--- config.mk ---
export PLATFORM = sky130hd
export DESIGN_NAME = sps_supervisor
export DESIGN_NICKNAME = d
export VERILOG_FILES = /design/src/rtl/sps_pkg.sv /design/src/rtl/sps_supervisor.sv
export VERILOG_INCLUDE_DIRS = /design/src /design/src/rtl
export SDC_FILE = /design/constraint.sdc
export NUM_CORES = 1
export LEC_CHECK = 0
export BUFFER_PORTS_ARGS = -buffer_cell sky130_fd_sc_hd__buf_4
export CAP_MARGIN = 0
export CORE_ASPECT_RATIO = 1.4
export CORE_UTILIZATION = 41
export DETAILED_ROUTE_END_ITERATION = 7
export PLACE_DENSITY_LB_ADDON = 0.05
export SYNTH_ARGS = -nofsm -noshare
export SYNTH_HDL_FRONTEND = slang
export SYNTH_SLANG_ARGS = --single-unit
--- constraint.sdc ---
create_clock -name clk -period 7.16 [get_ports clk]
set_clock_uncertainty 0.2 [all_clocks]
set_input_delay 1.432 -clock clk [delete_from_list [all_inputs] [get_ports clk]]
set_output_delay 1.432 -clock clk [all_outputs]
set_load 0.05 [all_outputs]
--- src/rtl/sps_regs.svh ---
`ifndef SPS_REGS_SVH
`define SPS_REGS_SVH
// Register byte offsets.
`define SPS_OFF_CTRL       12'h000
`define SPS_OFF_REGEN      12'h004
`define SPS_OFF_MAINS      12'h008
`define SPS_OFF_ESTOP      12'h00c
`define SPS_OFF_DEVTH      12'h010
`define SPS_OFF_OLOAD      12'h014
`define SPS_OFF_OSPEED     12'h018
`define SPS_OFF_STATUS     12'h01c
`define SPS_OFF_MASK       12'h020
`define SPS_OFF_ACTIVE     12'h024
`define SPS_OFF_LIMIT      12'h028
// Reset values, codes and limits.
`define SPS_RST_REGEN      2'h0
`define SPS_RST_MAINS      10'h023
`define SPS_RST_DEVTH      15'h61a8
`define SPS_MAINS_OFF_CODE 10'h3e8
`define SPS_MAINS_MAX      10'h3e8
`define SPS_ESTOP_MAX      9'h1f4
`define SPS_OLOAD_DEF      9'h073
`define SPS_OSPEED_MAX     15'h4e20
// Timing: mains unit in ns, cycle period in ns.
`define SPS_MAINS_UNIT_NS  2000000
`define SPS_CLK_NS         10
`define SPS_MAINS_UNIT_CYC (`SPS_MAINS_UNIT_NS / `SPS_CLK_NS)
// Regeneration duty limits in percent and window length.
`define SPS_BUILTIN_DUTY   8'h01
`define SPS_EXT_DUTY       8'h0a
`define SPS_DUTY_WIN       14'h2710
// Speed tolerance in r/min per encoder type.
`define SPS_TOL_ABS        6'h03
`define SPS_TOL_INC        6'h24
// Status bit positions.
`define SPS_ST_REGEN       0
`define SPS_ST_MAINS       1
`define SPS_ST_DEV         2
`define SPS_ST_OLOAD       3
`define SPS_ST_OSPEED      4
`endif

--- src/rtl/sps_pkg.sv ---
package sps_pkg;
   typedef enum logic [1:0] {
      SPS_REGEN_BUILTIN,
      SPS_REGEN_EXT_PROT,
      SPS_REGEN_EXT_NOPROT,
      SPS_REGEN_NONE
   } sps_regen_t;
   typedef enum logic {SPS_WR_ADDR, SPS_WR_RESP} sps_wr_state_t;
endpackage

--- src/rtl/sps_supervisor.sv ---
`include "sps_regs.svh"
// Summary of operation
// - Built-in resistor: trip above about 1% duty.
// - External protected: trip above 10% active ratio.
// - External unprotected: regenerate, never trip.
// - No resistor: regeneration and protection both off.
// - Mains off after programmed absence, 2 ms units.
// - Mains time 1000 disables mains off detection.
// - Overtravel sequence 2 uses emergency torque limit.
// - Mains or servo-off sequence 8/9 likewise.
// - Emergency limit 0 means normal torque limit.
// - Deviation beyond threshold times 256 is error.
// - Deviation threshold 0 disables that error.
// - Overload level 0 means 115, clamped 115.
// - Overspeed 0 means 1.2x max, clamped there.
// - Overspeed tolerance 3 or 36 r/min.
// - Starred settings take effect at power-up.
module sps_supervisor
   import sps_pkg::*;
#(
   parameter int MAINS_UNIT_CYC = `SPS_MAINS_UNIT_CYC,
   parameter int DUTY_WIN       = `SPS_DUTY_WIN
) (
   input  wire logic        clk,
   input  wire logic        rst_n,
   input  wire logic [11:0] s_axi_awaddr,
   input  wire logic        s_axi_awvalid,
   output logic             s_axi_awready,
   input  wire logic [31:0] s_axi_wdata,
   input  wire logic [3:0]  s_axi_wstrb,
   input  wire logic        s_axi_wvalid,
   output logic             s_axi_wready,
   output logic [1:0]       s_axi_bresp,
   output logic             s_axi_bvalid,
   input  wire logic        s_axi_bready,
   input  wire logic [11:0] s_axi_araddr,
   input  wire logic        s_axi_arvalid,
   output logic             s_axi_arready,
   output logic [31:0]      s_axi_rdata,
   output logic [1:0]       s_axi_rresp,
   output logic             s_axi_rvalid,
   input  wire logic        s_axi_rready,
   input  wire logic        regen_request,
   input  wire logic        mains_present,
   input  wire logic        overtravel_decel,
   input  wire logic        mains_off_decel,
   input  wire logic        servo_off_decel,
   input  wire logic [3:0]  overtravel_sequence_sel,
   input  wire logic [3:0]  mains_off_sequence_sel,
   input  wire logic [3:0]  servo_off_sequence_sel,
   input  wire logic [8:0]  normal_torque_limit,
   input  wire logic [31:0] deviation_count,
   input  wire logic [8:0]  motor_load,
   input  wire logic [14:0] motor_speed,
   input  wire logic [14:0] motor_max_speed,
   input  wire logic        encoder_absolute,
   output logic             regen_switch_on_ff,
   output logic [8:0]       torque_limit_ff,
   output logic             regen_overload_error_ff,
   output logic             mains_off_ff,
   output logic             deviation_excess_error_ff,
   output logic             overload_error_ff,
   output logic             overspeed_error_ff,
   output logic             irq_ff
);

////////////////////////////////////////////////////////////////////////////////
   // Software settings; the starred pair is staged and applied only at power-up.
   logic [1:0]  regen_resistor_sel_ff    = `SPS_RST_REGEN;
   logic [9:0]  mains_off_detect_time_ff = `SPS_RST_MAINS;
   logic [1:0]  act_regen_ff;
   logic [9:0]  act_mains_ff;
   logic [8:0]  estop_torque_limit_ff;
   logic [14:0] dev_thresh_ff;
   logic [8:0]  oload_set_ff;
   logic [14:0] ospeed_set_ff;
   logic [4:0]  status_ff;
   logic [4:0]  mask_ff;
   logic        boot_ff;
   logic        clear_ff;
   logic [31:0] wdata_ff;
   logic [11:0] awaddr_ff;
   logic        aw_hold_ff;
   logic        w_hold_ff;
   logic        wr_do;
   logic        rd_do;
   logic [4:0]  event_vec;
   logic [31:0] nxt_rdata;

   sps_regen_t regen_mode;
   assign regen_mode = sps_regen_t'(act_regen_ff);

////////////////////////////////////////////////////////////////////////////////
   // Write channel: address and data may arrive in either order.
   assign wr_do = aw_hold_ff && w_hold_ff && !s_axi_bvalid;

   always_ff @(posedge clk or negedge rst_n) begin
      if (!rst_n) begin
         aw_hold_ff    <= 1'b0;
         w_hold_ff     <= 1'b0;
         awaddr_ff     <= 12'h000;
         wdata_ff      <= 32'h0000_0000;
         s_axi_awready <= 1'b0;
         s_axi_wready  <= 1'b0;
         s_axi_bvalid  <= 1'b0;
         s_axi_bresp   <= 2'h0;
      end else begin
         s_axi_awready <= !aw_hold_ff && !s_axi_awready && s_axi_awvalid;
         s_axi_wready  <= !w_hold_ff && !s_axi_wready && s_axi_wvalid;
         if (s_axi_awvalid && s_axi_awready) begin
            aw_hold_ff <= 1'b1;
            awaddr_ff  <= s_axi_awaddr;
         end
         if (s_axi_wvalid && s_axi_wready) begin
            w_hold_ff <= 1'b1;
            wdata_ff  <= s_axi_wdata;
         end
         if (wr_do) begin
            aw_hold_ff   <= 1'b0;
            w_hold_ff    <= 1'b0;
            s_axi_bvalid <= 1'b1;
            s_axi_bresp  <= (awaddr_ff[11:2] > `SPS_OFF_MASK >> 2) ? 2'h2 : 2'h0;
         end else if (s_axi_bready) begin
            s_axi_bvalid <= 1'b0;
         end
      end
   end

   // Byte strobes are ignored: every field sits in the low lanes.
   always_ff @(posedge clk or negedge rst_n) begin
      if (!rst_n) begin
         estop_torque_limit_ff    <= 9'h000;
         dev_thresh_ff            <= `SPS_RST_DEVTH;
         oload_set_ff             <= 9'h000;
         ospeed_set_ff            <= 15'h0000;
         mask_ff                  <= 5'h00;
         clear_ff                 <= 1'b0;
      end else begin
         clear_ff <= 1'b0;
         if (wr_do) begin
            unique case (awaddr_ff)
               `SPS_OFF_CTRL:   clear_ff <= wdata_ff[0];
               `SPS_OFF_ESTOP: begin
                  if (wdata_ff[8:0] <= `SPS_ESTOP_MAX) begin
                     estop_torque_limit_ff <= wdata_ff[8:0];
                  end
               end
               `SPS_OFF_DEVTH:  dev_thresh_ff <= wdata_ff[14:0];
               `SPS_OFF_OLOAD:  oload_set_ff <= wdata_ff[8:0];
               `SPS_OFF_OSPEED: ospeed_set_ff <= wdata_ff[14:0];
               `SPS_OFF_MASK:   mask_ff <= wdata_ff[4:0];
               default: ;
            endcase
         end
      end
   end

   // Starred settings survive a control reset like retained storage; a reset here
   // would throw away every new value before the power-up copy could take it.
   always_ff @(posedge clk) begin
      if (wr_do && awaddr_ff == `SPS_OFF_REGEN) begin
         regen_resistor_sel_ff <= wdata_ff[1:0];
      end
      if (wr_do && awaddr_ff == `SPS_OFF_MAINS && wdata_ff[9:0] >= `SPS_RST_MAINS
          && wdata_ff[9:0] <= `SPS_MAINS_MAX) begin
         mains_off_detect_time_ff <= wdata_ff[9:0];
      end
   end

   // Starred settings are copied once after reset release.
   always_ff @(posedge clk or negedge rst_n) begin
      if (!rst_n) begin
         boot_ff      <= 1'b1;
         act_regen_ff <= `SPS_RST_REGEN;
         act_mains_ff <= `SPS_RST_MAINS;
      end else begin
         boot_ff <= 1'b0;
         if (boot_ff) begin
            act_regen_ff <= regen_resistor_sel_ff;
            act_mains_ff <= mains_off_detect_time_ff;
         end
      end
   end

////////////////////////////////////////////////////////////////////////////////
   // Read channel; reading status clears it.
   assign rd_do = s_axi_arvalid && s_axi_arready;

   always_comb begin
      nxt_rdata = 32'h0000_0000;
      unique case (s_axi_araddr)
         `SPS_OFF_REGEN:  nxt_rdata = {30'h0, regen_resistor_sel_ff};
         `SPS_OFF_MAINS:  nxt_rdata = {22'h0, mains_off_detect_time_ff};
         `SPS_OFF_ESTOP:  nxt_rdata = {23'h0, estop_torque_limit_ff};
         `SPS_OFF_DEVTH:  nxt_rdata = {17'h0, dev_thresh_ff};
         `SPS_OFF_OLOAD:  nxt_rdata = {23'h0, oload_set_ff};
         `SPS_OFF_OSPEED: nxt_rdata = {17'h0, ospeed_set_ff};
         `SPS_OFF_STATUS: nxt_rdata = {27'h0, status_ff};
         `SPS_OFF_MASK:   nxt_rdata = {27'h0, mask_ff};
         `SPS_OFF_ACTIVE: nxt_rdata = {20'h0, act_mains_ff, act_regen_ff};
         `SPS_OFF_LIMIT:  nxt_rdata = {23'h0, torque_limit_ff};
         default:         nxt_rdata = 32'h0000_0000;
      endcase
   end

   always_ff @(posedge clk or negedge rst_n) begin
      if (!rst_n) begin
         s_axi_arready <= 1'b0;
         s_axi_rvalid  <= 1'b0;
         s_axi_rdata   <= 32'h0000_0000;
         s_axi_rresp   <= 2'h0;
      end else begin
         s_axi_arready <= !s_axi_arready && !s_axi_rvalid && s_axi_arvalid;
         if (rd_do) begin
            s_axi_rvalid <= 1'b1;
            s_axi_rdata  <= nxt_rdata;
            s_axi_rresp  <= (s_axi_araddr[11:2] > `SPS_OFF_LIMIT >> 2) ? 2'h2 : 2'h0;
         end else if (s_axi_rready) begin
            s_axi_rvalid <= 1'b0;
         end
      end
   end

////////////////////////////////////////////////////////////////////////////////
   // Regeneration duty measured over a fixed window of control cycles.
   logic [13:0] win_cnt_ff;
   logic [13:0] on_cnt_ff;
   logic [7:0]  duty_lim;
   logic        regen_trip;
   logic        regen_allowed;

   assign regen_allowed = regen_mode != SPS_REGEN_NONE;
   assign duty_lim = (regen_mode == SPS_REGEN_BUILTIN) ? `SPS_BUILTIN_DUTY : `SPS_EXT_DUTY;
   assign regen_trip = ((regen_mode == SPS_REGEN_BUILTIN)
                        || (regen_mode == SPS_REGEN_EXT_PROT))
                       && (32'(on_cnt_ff) * 100 > 32'(duty_lim) * DUTY_WIN);

   always_ff @(posedge clk or negedge rst_n) begin
      if (!rst_n) begin
         win_cnt_ff         <= 14'h0000;
         on_cnt_ff          <= 14'h0000;
         regen_switch_on_ff <= 1'b0;
      end else begin
         regen_switch_on_ff <= regen_allowed && regen_request;
         if (32'(win_cnt_ff) >= DUTY_WIN - 1) begin
            win_cnt_ff <= 14'h0000;
            on_cnt_ff  <= 14'h0000;
         end else begin
            win_cnt_ff <= win_cnt_ff + 14'h0001;
            on_cnt_ff  <= on_cnt_ff + {13'h0000, regen_switch_on_ff};
         end
      end
   end

////////////////////////////////////////////////////////////////////////////////
   // Mains absence timer: unit prescaler plus count of 2 ms units.
   logic [31:0] unit_cnt_ff;
   logic [9:0]  off_units_ff;
   logic        mains_trip;

   assign mains_trip = (act_mains_ff != `SPS_MAINS_OFF_CODE)
                       && (off_units_ff >= act_mains_ff);

   always_ff @(posedge clk or negedge rst_n) begin
      if (!rst_n) begin
         unit_cnt_ff  <= 32'h0000_0000;
         off_units_ff <= 10'h000;
      end else if (mains_present) begin
         unit_cnt_ff  <= 32'h0000_0000;
         off_units_ff <= 10'h000;
      end else if (unit_cnt_ff >= 32'(MAINS_UNIT_CYC - 1)) begin
         unit_cnt_ff <= 32'h0000_0000;
         if (off_units_ff != 10'h3ff) begin
            off_units_ff <= off_units_ff + 10'h001;
         end
      end else begin
         unit_cnt_ff <= unit_cnt_ff + 32'h0000_0001;
      end
   end

////////////////////////////////////////////////////////////////////////////////
   // Torque limit selection for emergency decelerations.
   logic estop_active;

   assign estop_active = (overtravel_decel && overtravel_sequence_sel == 4'h2)
      || (mains_off_decel && (mains_off_sequence_sel == 4'h8
                              || mains_off_sequence_sel == 4'h9))
      || (servo_off_decel && (servo_off_sequence_sel == 4'h8
                              || servo_off_sequence_sel == 4'h9));

   always_ff @(posedge clk or negedge rst_n) begin
      if (!rst_n) begin
         torque_limit_ff <= 9'h000;
      end else if (estop_active && estop_torque_limit_ff != 9'h000) begin
         torque_limit_ff <= estop_torque_limit_ff;
      end else begin
         torque_limit_ff <= normal_torque_limit;
      end
   end

////////////////////////////////////////////////////////////////////////////////
   // Deviation, overload and over-speed comparisons.
   logic        dev_trip;
   logic [8:0]  oload_lvl;
   logic [15:0] ospeed_ceil;
   logic [15:0] ospeed_lvl;
   logic [15:0] ospeed_thr;
   logic        ospeed_trip;

   // Threshold is in units of 256 counts; magnitude taken from a signed count.
   logic [31:0] dev_mag;
   assign dev_mag = deviation_count[31] ? (~deviation_count + 32'h1) : deviation_count;
   assign dev_trip = (dev_thresh_ff != 15'h0000)
                     && (dev_mag > {9'h000, dev_thresh_ff, 8'h00});

   assign oload_lvl = (oload_set_ff == 9'h000 || oload_set_ff > `SPS_OLOAD_DEF)
                      ? `SPS_OLOAD_DEF : oload_set_ff;

   assign ospeed_ceil = 16'(({5'h00, motor_max_speed} * 20'h00006) / 20'h00005);
   assign ospeed_lvl = (ospeed_set_ff == 15'h0000 || {1'b0, ospeed_set_ff} > ospeed_ceil)
                       ? ospeed_ceil : {1'b0, ospeed_set_ff};
   // Margin covers the feedback's own speed error so noise does not trip it.
   assign ospeed_thr = ospeed_lvl
                       + {10'h000, encoder_absolute ? `SPS_TOL_ABS : `SPS_TOL_INC};
   assign ospeed_trip = {1'b0, motor_speed} > ospeed_thr;

////////////////////////////////////////////////////////////////////////////////
   // Fault latches, sticky status, mask and interrupt.
   assign event_vec = {ospeed_trip, motor_load > oload_lvl, dev_trip, mains_trip, regen_trip};

   always_ff @(posedge clk or negedge rst_n) begin
      if (!rst_n) begin
         regen_overload_error_ff   <= 1'b0;
         mains_off_ff              <= 1'b0;
         deviation_excess_error_ff <= 1'b0;
         overload_error_ff         <= 1'b0;
         overspeed_error_ff        <= 1'b0;
      end else begin
         // A new trip wins over a clear in the same cycle.
         regen_overload_error_ff   <= event_vec[`SPS_ST_REGEN] ||
                                      (regen_overload_error_ff && !clear_ff);
         mains_off_ff              <= event_vec[`SPS_ST_MAINS] || (mains_off_ff && !clear_ff);
         deviation_excess_error_ff <= event_vec[`SPS_ST_DEV] ||
                                      (deviation_excess_error_ff && !clear_ff);
         overload_error_ff         <= event_vec[`SPS_ST_OLOAD] ||
                                      (overload_error_ff && !clear_ff);
         overspeed_error_ff        <= event_vec[`SPS_ST_OSPEED] ||
                                      (overspeed_error_ff && !clear_ff);
      end
   end

   always_ff @(posedge clk or negedge rst_n) begin
      if (!rst_n) begin
         status_ff <= 5'h00;
         irq_ff    <= 1'b0;
      end else begin
         if (rd_do && s_axi_araddr == `SPS_OFF_STATUS) begin
            status_ff <= event_vec;
         end else begin
            status_ff <= status_ff | event_vec;
         end
         irq_ff <= |(status_ff & mask_ff);
      end
   end

////////////////////////////////////////////////////////////////////////////////
   mains_time_a: assert property (@(posedge clk) disable iff (!rst_n)
      (act_mains_ff == `SPS_MAINS_OFF_CODE) |=> !mains_off_ff || $past(mains_off_ff))
      else $error("mains off raised while detection disabled");

   dev_zero_a: assert property (@(posedge clk) disable iff (!rst_n)
      (dev_thresh_ff == 15'h0000 && !deviation_excess_error_ff) |=> !deviation_excess_error_ff)
      else $error("deviation error with threshold zero");

   dev_trip_a: assert property (@(posedge clk) disable iff (!rst_n)
      (dev_thresh_ff != 15'h0000 && dev_mag > {9'h000, dev_thresh_ff, 8'h00})
      |=> deviation_excess_error_ff)
      else $error("deviation excess not latched");

   estop_sel_a: assert property (@(posedge clk) disable iff (!rst_n)
      (estop_active && estop_torque_limit_ff != 9'h000)
      |=> torque_limit_ff == $past(estop_torque_limit_ff))
      else $error("emergency torque limit not applied");

   estop_zero_a: assert property (@(posedge clk) disable iff (!rst_n)
      (estop_torque_limit_ff == 9'h000) |=> torque_limit_ff == $past(normal_torque_limit))
      else $error("normal limit not used");

   regen_none_a: assert property (@(posedge clk) disable iff (!rst_n)
      (regen_mode == SPS_REGEN_NONE) |=> !regen_switch_on_ff)
      else $error("regeneration active with no resistor");

   regen_noprot_a: assert property (@(posedge clk) disable iff (!rst_n)
      (regen_mode == SPS_REGEN_EXT_NOPROT && !regen_overload_error_ff)
      |=> !regen_overload_error_ff)
      else $error("regen trip in unprotected mode");

   oload_clamp_a: assert property (@(posedge clk) disable iff (!rst_n)
      oload_lvl <= `SPS_OLOAD_DEF && oload_lvl != 9'h000)
      else $error("overload level out of range");

   fault_hold_a: assert property (@(posedge clk) disable iff (!rst_n)
      (overspeed_error_ff && !clear_ff) |=> overspeed_error_ff)
      else $error("fault dropped without clear");

   star_hold_a: assert property (@(posedge clk) disable iff (!rst_n)
      !boot_ff |=> $stable(act_regen_ff) && $stable(act_mains_ff))
      else $error("starred setting changed after power-up");
endmodule

# After elaboration in Yosys (flattened, before gate mapping)
# Index checks and enable logic that the tools add are counted.
word_totals:
  reg_bits: 240
  inputBits: 165
  elab_cells: 184
op_classes:
  add_sub_neg: 6
  mul: 3
  div: 1
  n_lt_le_gt_ge: 14
  n_eq_ne: 26
  muxes: 27
  bitwise: 3
  n_reduce_logical: 68
ops:
  columns: ["operator", "count"]
  rows:
  - ["$pmux 15 s10", 1]
  - ["$mux 32", 3]
  - ["$eq 12x5->1 const B", 7]
  - ["$add 32x1->32 const B", 2]
  - ["$eq 12x4->1 const B", 4]
  - ["$eq 12x6->1 const B", 4]
  - ["$ge 32x18->1 const B", 1]
  - ["$gt 15x16->1", 2]
  - ["$gt 32x23->1", 1]
  - ["$not 32->32", 1]
  - ["$mux 10", 3]
  - ["$logic_and 1x1->1", 29]
  - ["$mux 14", 2]
  - ["$eq 12x3->1 const B", 2]
  - ["$gt 21x18->1", 1]
  - ["$div 18x3->20 const B", 1]
  - ["$gt 10x4->1 const B", 2]
  - ["$ne 10x10->1 const B", 2]
  - ["$mul 14x5->19 const B", 1]
  - ["$mux 9", 2]
  - ["$mul 15x2->17 const B", 1]
  - ["$add 16x6->16", 1]
  - ["$eq 4x4->1 const B", 4]
  - ["$mux 16", 1]
  - ["33 further kinds", 70]

# Longest topological paths before layout
logic_depth:
  ltp_word: 9
  depth_mapped: 72
  depth_no_buf: 66

# Worst setup path before layout
# No wires, ideal clock.
synth_path:
  path_type: "input -> register"
  startpoint: "in motor_max_speed[0]"
  endpoint: "reg overspeed_error_ff"
  setup_time_ns: 0.141
  arrival_time_ns: 12.776
  setup_slack_ns: -5.958
  stages: 69
  n_path_buf: 5
  path_cell_list: "ha_1 fa_1 a21o_1 a221oi_4 a31oi_1 o2111ai_1 a21oi_1 or4b_1 a21oi_2 or3_1 buf_6 buf_8 nor4_4 nor4_4 nand3_1 a2111o_1 a32o_1 buf_4 (+33 left out) inv_1 fa_1 inv_1 a21o_1 a41oi_1 or2_2 nor3_1 xnor2_1 ha_1 nor2b_1 o21ai_0 nand2b_1 a21oi_1 nor2b_1 o21ai_0 a21oi_1 o311ai_1 o21ai_0"
synth_between:
  elab_chain_len: 8
synth_lines:
  columns: ["item", "line", "text"]
  rows:
  - ["start: declaration", "sps_supervisor.sv:55", "input wire logic [14:0] motor_max_speed,"]
  - ["$mul 15x2->17 (*)", "sps_supervisor.sv:319", "assign ospeed_ceil = 16'(({5'h00, motor_max_speed} * 20'h00006) / 20'h00005);"]
  - ["$div 18x3->20 (*)", "sps_supervisor.sv:319", null]
  - ["$gt 15x16->1", "sps_supervisor.sv:320", "assign ospeed_lvl = (ospeed_set_ff == 15'h0000 || {1'b0, ospeed_set_ff} > ospeed_ceil)"]
  - ["$logic_or 1x1->1", "sps_supervisor.sv:320", null]
  - ["$mux 16 (*)", "sps_supervisor.sv:321", "? ospeed_ceil : {1'b0, ospeed_set_ff};"]
  - ["$add 16x6->16 (*)", "sps_supervisor.sv:323", "assign ospeed_thr = ospeed_lvl"]
  - ["$gt 15x16->1 (*)", "sps_supervisor.sv:325", "assign ospeed_trip = {1'b0, motor_speed} > ospeed_thr;"]
  - ["$logic_or 1x1->1 (*)", "sps_supervisor.sv:347", "overspeed_error_ff <= event_vec[`SPS_ST_OSPEED] ||"]
  - ["end signal: assignment", "sps_supervisor.sv:347", null]
  - ["end: declaration", "sps_supervisor.sv:63", "output logic overspeed_error_ff,"]
# Mark *: on every way between the ends. The rest lies on a longest branch, timed or not.
# A chain may end at the register's enable or synchronous reset.

# Worst setup path after layout
layout_path:
  startpoint: "in motor_max_speed[7]"
  endpoint: "reg overspeed_error_ff"
# Same word-level chain as after synthesis.

==> impl_metrics.py <==
metrics = {
    "run_status": {
        "status": "complete, but fails checks",
        "violations": "negative setup slack",
    },
    "route": {
        "wl_per_cell_um": 18.09,
        "routed_via_density": 5.453,
        "ant_nets": 0,
        "drc": 0,
        "firstDrtPassIters": 7,
        "vias": 15550,
        "drtIter0Drc": 734,
        "wirelength_um": 51600,
    },
    "power": {
        "p_total_w": 0.007585,
        "p_leak_nw": 10.55,
        "power_density_nw_per_um2": 336.4,
        "vdd_drop_max_v": 0.0001948,
    },
    "setup_path": {
        "slowest_delay_ns": 0.56,
        "reg2reg_depth": 38,
        "cp_common_cell": "buf_4",
        "critPathCaptureType": "flop",
        "r2r_end": "overspeed_error_ff$_DFF_PN0_",
        "critical-path-slowest-cell": "or4b_4",
        "path_class": "input pin to flop",
        "crit_arrival_ns": 12.28,
        "worstReg2RegStart": "ospeed_set_ff[1]$_DFFE_PN0P_",
        "worstSetupStartpointType": "input pin",
        "cp_max_fo": 5,
        "rrSetupSlack_ns": 1.51,
        "crit_start": "motor_max_speed[7]",
        "worstPathRequired_ns": 7.38,
        "crit_end": "overspeed_error_ff$_DFF_PN0_",
    },
    "clocking": {
        "clock_tree.root_cell": "clkbuf_16",
        "cts_buffer_depth": 3,
        "clock_latency_ns": 0.55,
        "cts_tree": "done",
        "htree_levels": 1,
        "cts.sinks": 221,
        "path_clk_slew_ns": 0.06,
        "cts_buffers": 24,
        "cts-hold-fix-buffers": 0,
    },
    "synthesis": {
        "synth.cell_area_um2": 16740,
        "seq_area_frac_synth_pct": 33.46,
        "async_flop_share_pct": 94.57,
        "yosysWarnings": 0,
        "ys_ff_latch": 221,
        "syn_inst": 1837,
        "synth-main-ff-cell": "dfrtp_1",
        "synth_edf_count": 12,
        "synth_cell_type_count": 106,
        "syn-mean-instance-area_um2": 9.115,
    },
    "placed_design": {
        "dp_cells": 2759,
        "gp_congestion": 0.9041,
        "port_buffers": 179,
        "hpwlAfterDp_um": 40650,
    },
    "sta": {
        "rsz0062_at_grt": "yes",
        "fmax_mhz": 82.93,
        "fin_ws_ns": -4.898,
        "worst-slew-pin-transition_ns": 1.177,
        "setup_viol": 2,
        "hold_viol_final": 0,
        "finalCritPeriodShare_pct": 168.4,
        "slew_headroom_pct": 21.27,
        "setup_tns_ns": -9.764,
        "fin_crit_ns": 12.06,
        "slew_violations": 0,
        "whs_ns": 0.2525,
    },
    "worst_hold_path": {
        "hp-class": "flop to flop",
    },
    "global_route": {
        "antenna_found_initial": 1,
        "grt_pass1_wl_um": 82190,
        "grt_pass1_vias": 15670,
        "grt_use_total_pct": 24.55,
        "grt-ovfl-total": 0,
        "grt_max_degree": 169,
    },
    "floorplan": {
        "num_rows": 87,
        "core_um2": 40280,
        "die_area_um2": 41660,
        "die_w_um": 172.8,
        "initial_utilization_pct": 41.58,
        "die_h_um": 241.1,
        "ios": 222,
    },
    "finish": {
        "nFillCells": 3778,
        "finalNetCount": 2623,
        "syn2layout_area_growth_pct": 34.65,
        "drive_gt1_share_pct": 33.81,
        "fin_cells": 2852,
    },
    "flow_run": {
        "maxCapViolCount": 0,
    },
}
==> power by group <==
group	leakage (nW)	internal, W	switching (W)
Clock	0.430	0.000818	0.000526
Sequential	2.78	0.00141	0.000234
Combinational	7.34	0.00231	0.00229
Total	10.6	0.00454	0.00305
==> stage by stage <==
step                worst slack [ns]  instance area, µm²  util [%]
floorplan                     -5.204               17000         -
finish                        -4.898               22550     55.98
CTS                           -4.917               22130     54.93
global placement              -5.848               20540     50.99
detailed placement            -6.110               20540     50.99
global route                  -5.492               22540     55.97
==> cell usage in the layout (no fill, tap or decap), types with 16 or more instances in the layout <==
| cell type | instances |
|---|---|
| a21o_1 | 46 |
| a21oi_1 | 62 |
| a21oi_2 | 16 |
| and3_1 | 16 |
| buf_4 | 473 |
| clkbuf_16 | 24 |
| conb_1 | 36 |
| dfrtp_1 | 199 |
| ha_1 | 135 |
| inv_1 | 113 |
| mux2_2 | 72 |
| nand2_1 | 157 |
| nand2b_1 | 23 |
| nand3_1 | 44 |
| nand4_1 | 29 |
| nor2_1 | 128 |
| nor2b_1 | 18 |
| nor3_1 | 27 |
| nor4_1 | 24 |
| o21ai_0 | 108 |
| or3_1 | 21 |
| xnor2_1 | 62 |
| xor2_1 | 44 |
==> worst min-delay path by stage <==
stage                                                  endpoint  slack (ns)  cells past startpoint                     from
after floorplan           mains_off_detect_time_ff[2]$_DFFE_PP_        0.22                      0  wdata_ff[2]$_DFFE_PN0P_
after global placement                  win_cnt_ff[0]$_DFF_PN0_        0.24                      1  win_cnt_ff[0]$_DFF_PN0_
after detailed placement                win_cnt_ff[0]$_DFF_PN0_        0.24                      1  win_cnt_ff[0]$_DFF_PN0_
after CTS                               win_cnt_ff[0]$_DFF_PN0_        0.25                      1  win_cnt_ff[0]$_DFF_PN0_
after global routing                    win_cnt_ff[0]$_DFF_PN0_        0.28                      1  win_cnt_ff[0]$_DFF_PN0_
final                                   win_cnt_ff[0]$_DFF_PN0_        0.25                      1  win_cnt_ff[0]$_DFF_PN0_
==> cell usage after synthesis (44+ instances only) <==
library cell    n  area share (%)
a21o_1         46             2.1
a21oi_1        79             2.4
dfrtp_1       199              30
ha_1          149              11
inv_1         117             2.6
mux2_2         72             4.8
nand2_1       163             3.7
nand3_1        52             1.6
nor2_1        136             3.0
o21ai_0       117             3.5
xnor2_1        63             3.3
xor2_1         44             2.3
==> kinds of logic (layout without fill, tap and decap cells) <==
| family | count (synthesis) | count (layout) | share of synthesized area [%] |
|---|---|---|---|
| AO/OA/AOI/OAI | 469 | 469 | 19.74 |
| XOR/XNOR | 107 | 107 | 5.597 |
| adder cells (fa/ha/maj) | 162 | 162 | 12.57 |
| buffers and inverters | 204 | 649 | 5.492 |
| flip-flops | 221 | 221 | 33.46 |
| multiplexers | 79 | 79 | 5.260 |
| other | 2 | 38 | 0.04485 |
| AND/OR/NAND/NOR | 593 | 593 | 17.84 |
==> worst max-delay path, delay by kind of cell <==
family / cells / cell delay (ns)
AOI/OAI and AO/OA: 26 / 3.77
adders and majority gates: 4 / 0.97
buffers and inverters: 15 / 1.93
and+or+nand+nor: 20 / 3.60
muxes: 1 / 0.24
xor gates and xnor gates: 3 / 0.38
==> flip-flops by register name (all words and copies together), names as in the netlist, 2 cells and up <==
name                      count
dev_thresh_ff                15
wdata_ff                     15
regen_resistor_sel_ff         2
status_ff                     5
oload_set_ff                  9
awaddr_ff                    12
on_cnt_ff                    14
estop_torque_limit_ff         9
torque_limit_ff               9
mains_off_detect_time_ff     10
s_axi_rdata                  15
act_mains_ff                 10
ospeed_set_ff                15
win_cnt_ff                   14
off_units_ff                 10
unit_cnt_ff                  32
mask_ff                       5
act_regen_ff                  2
==> repair_timing <==
item	4_1_cts	5_1_grt
setup endpoints to repair	2	2
endpoints found under the hold margin	0	0
resized for setup	86	68
gates cloned	2	0
pin swaps	73	51
buffers inserted	31	14
==> cell type report <==
cell class / count / area [µm²] / area share (%)
Antenna cell: 2 / 5.005 / 0.02220
Clock buffer: 32 / 680.7 / 3.019
Clock inverter: 12 / 187.7 / 0.8324
Inverter: 119 / 456.7 / 2.026
Multi-Input combinational cell: 1446 / 11200 / 49.69
Sequential cell: 221 / 5603 / 24.85
Tap cell: 534 / 668.1 / 2.963
Timing Repair Buffer: 486 / 3741 / 16.59
==> routing by layer <==
layer	wire [µm]	GRT usage (%)
met5	0	0
met2	26040	44.67
met3	1948	2.316
met4	2171	10.81
met1	21440	29.43
Power figures use the tool's default switching activity.
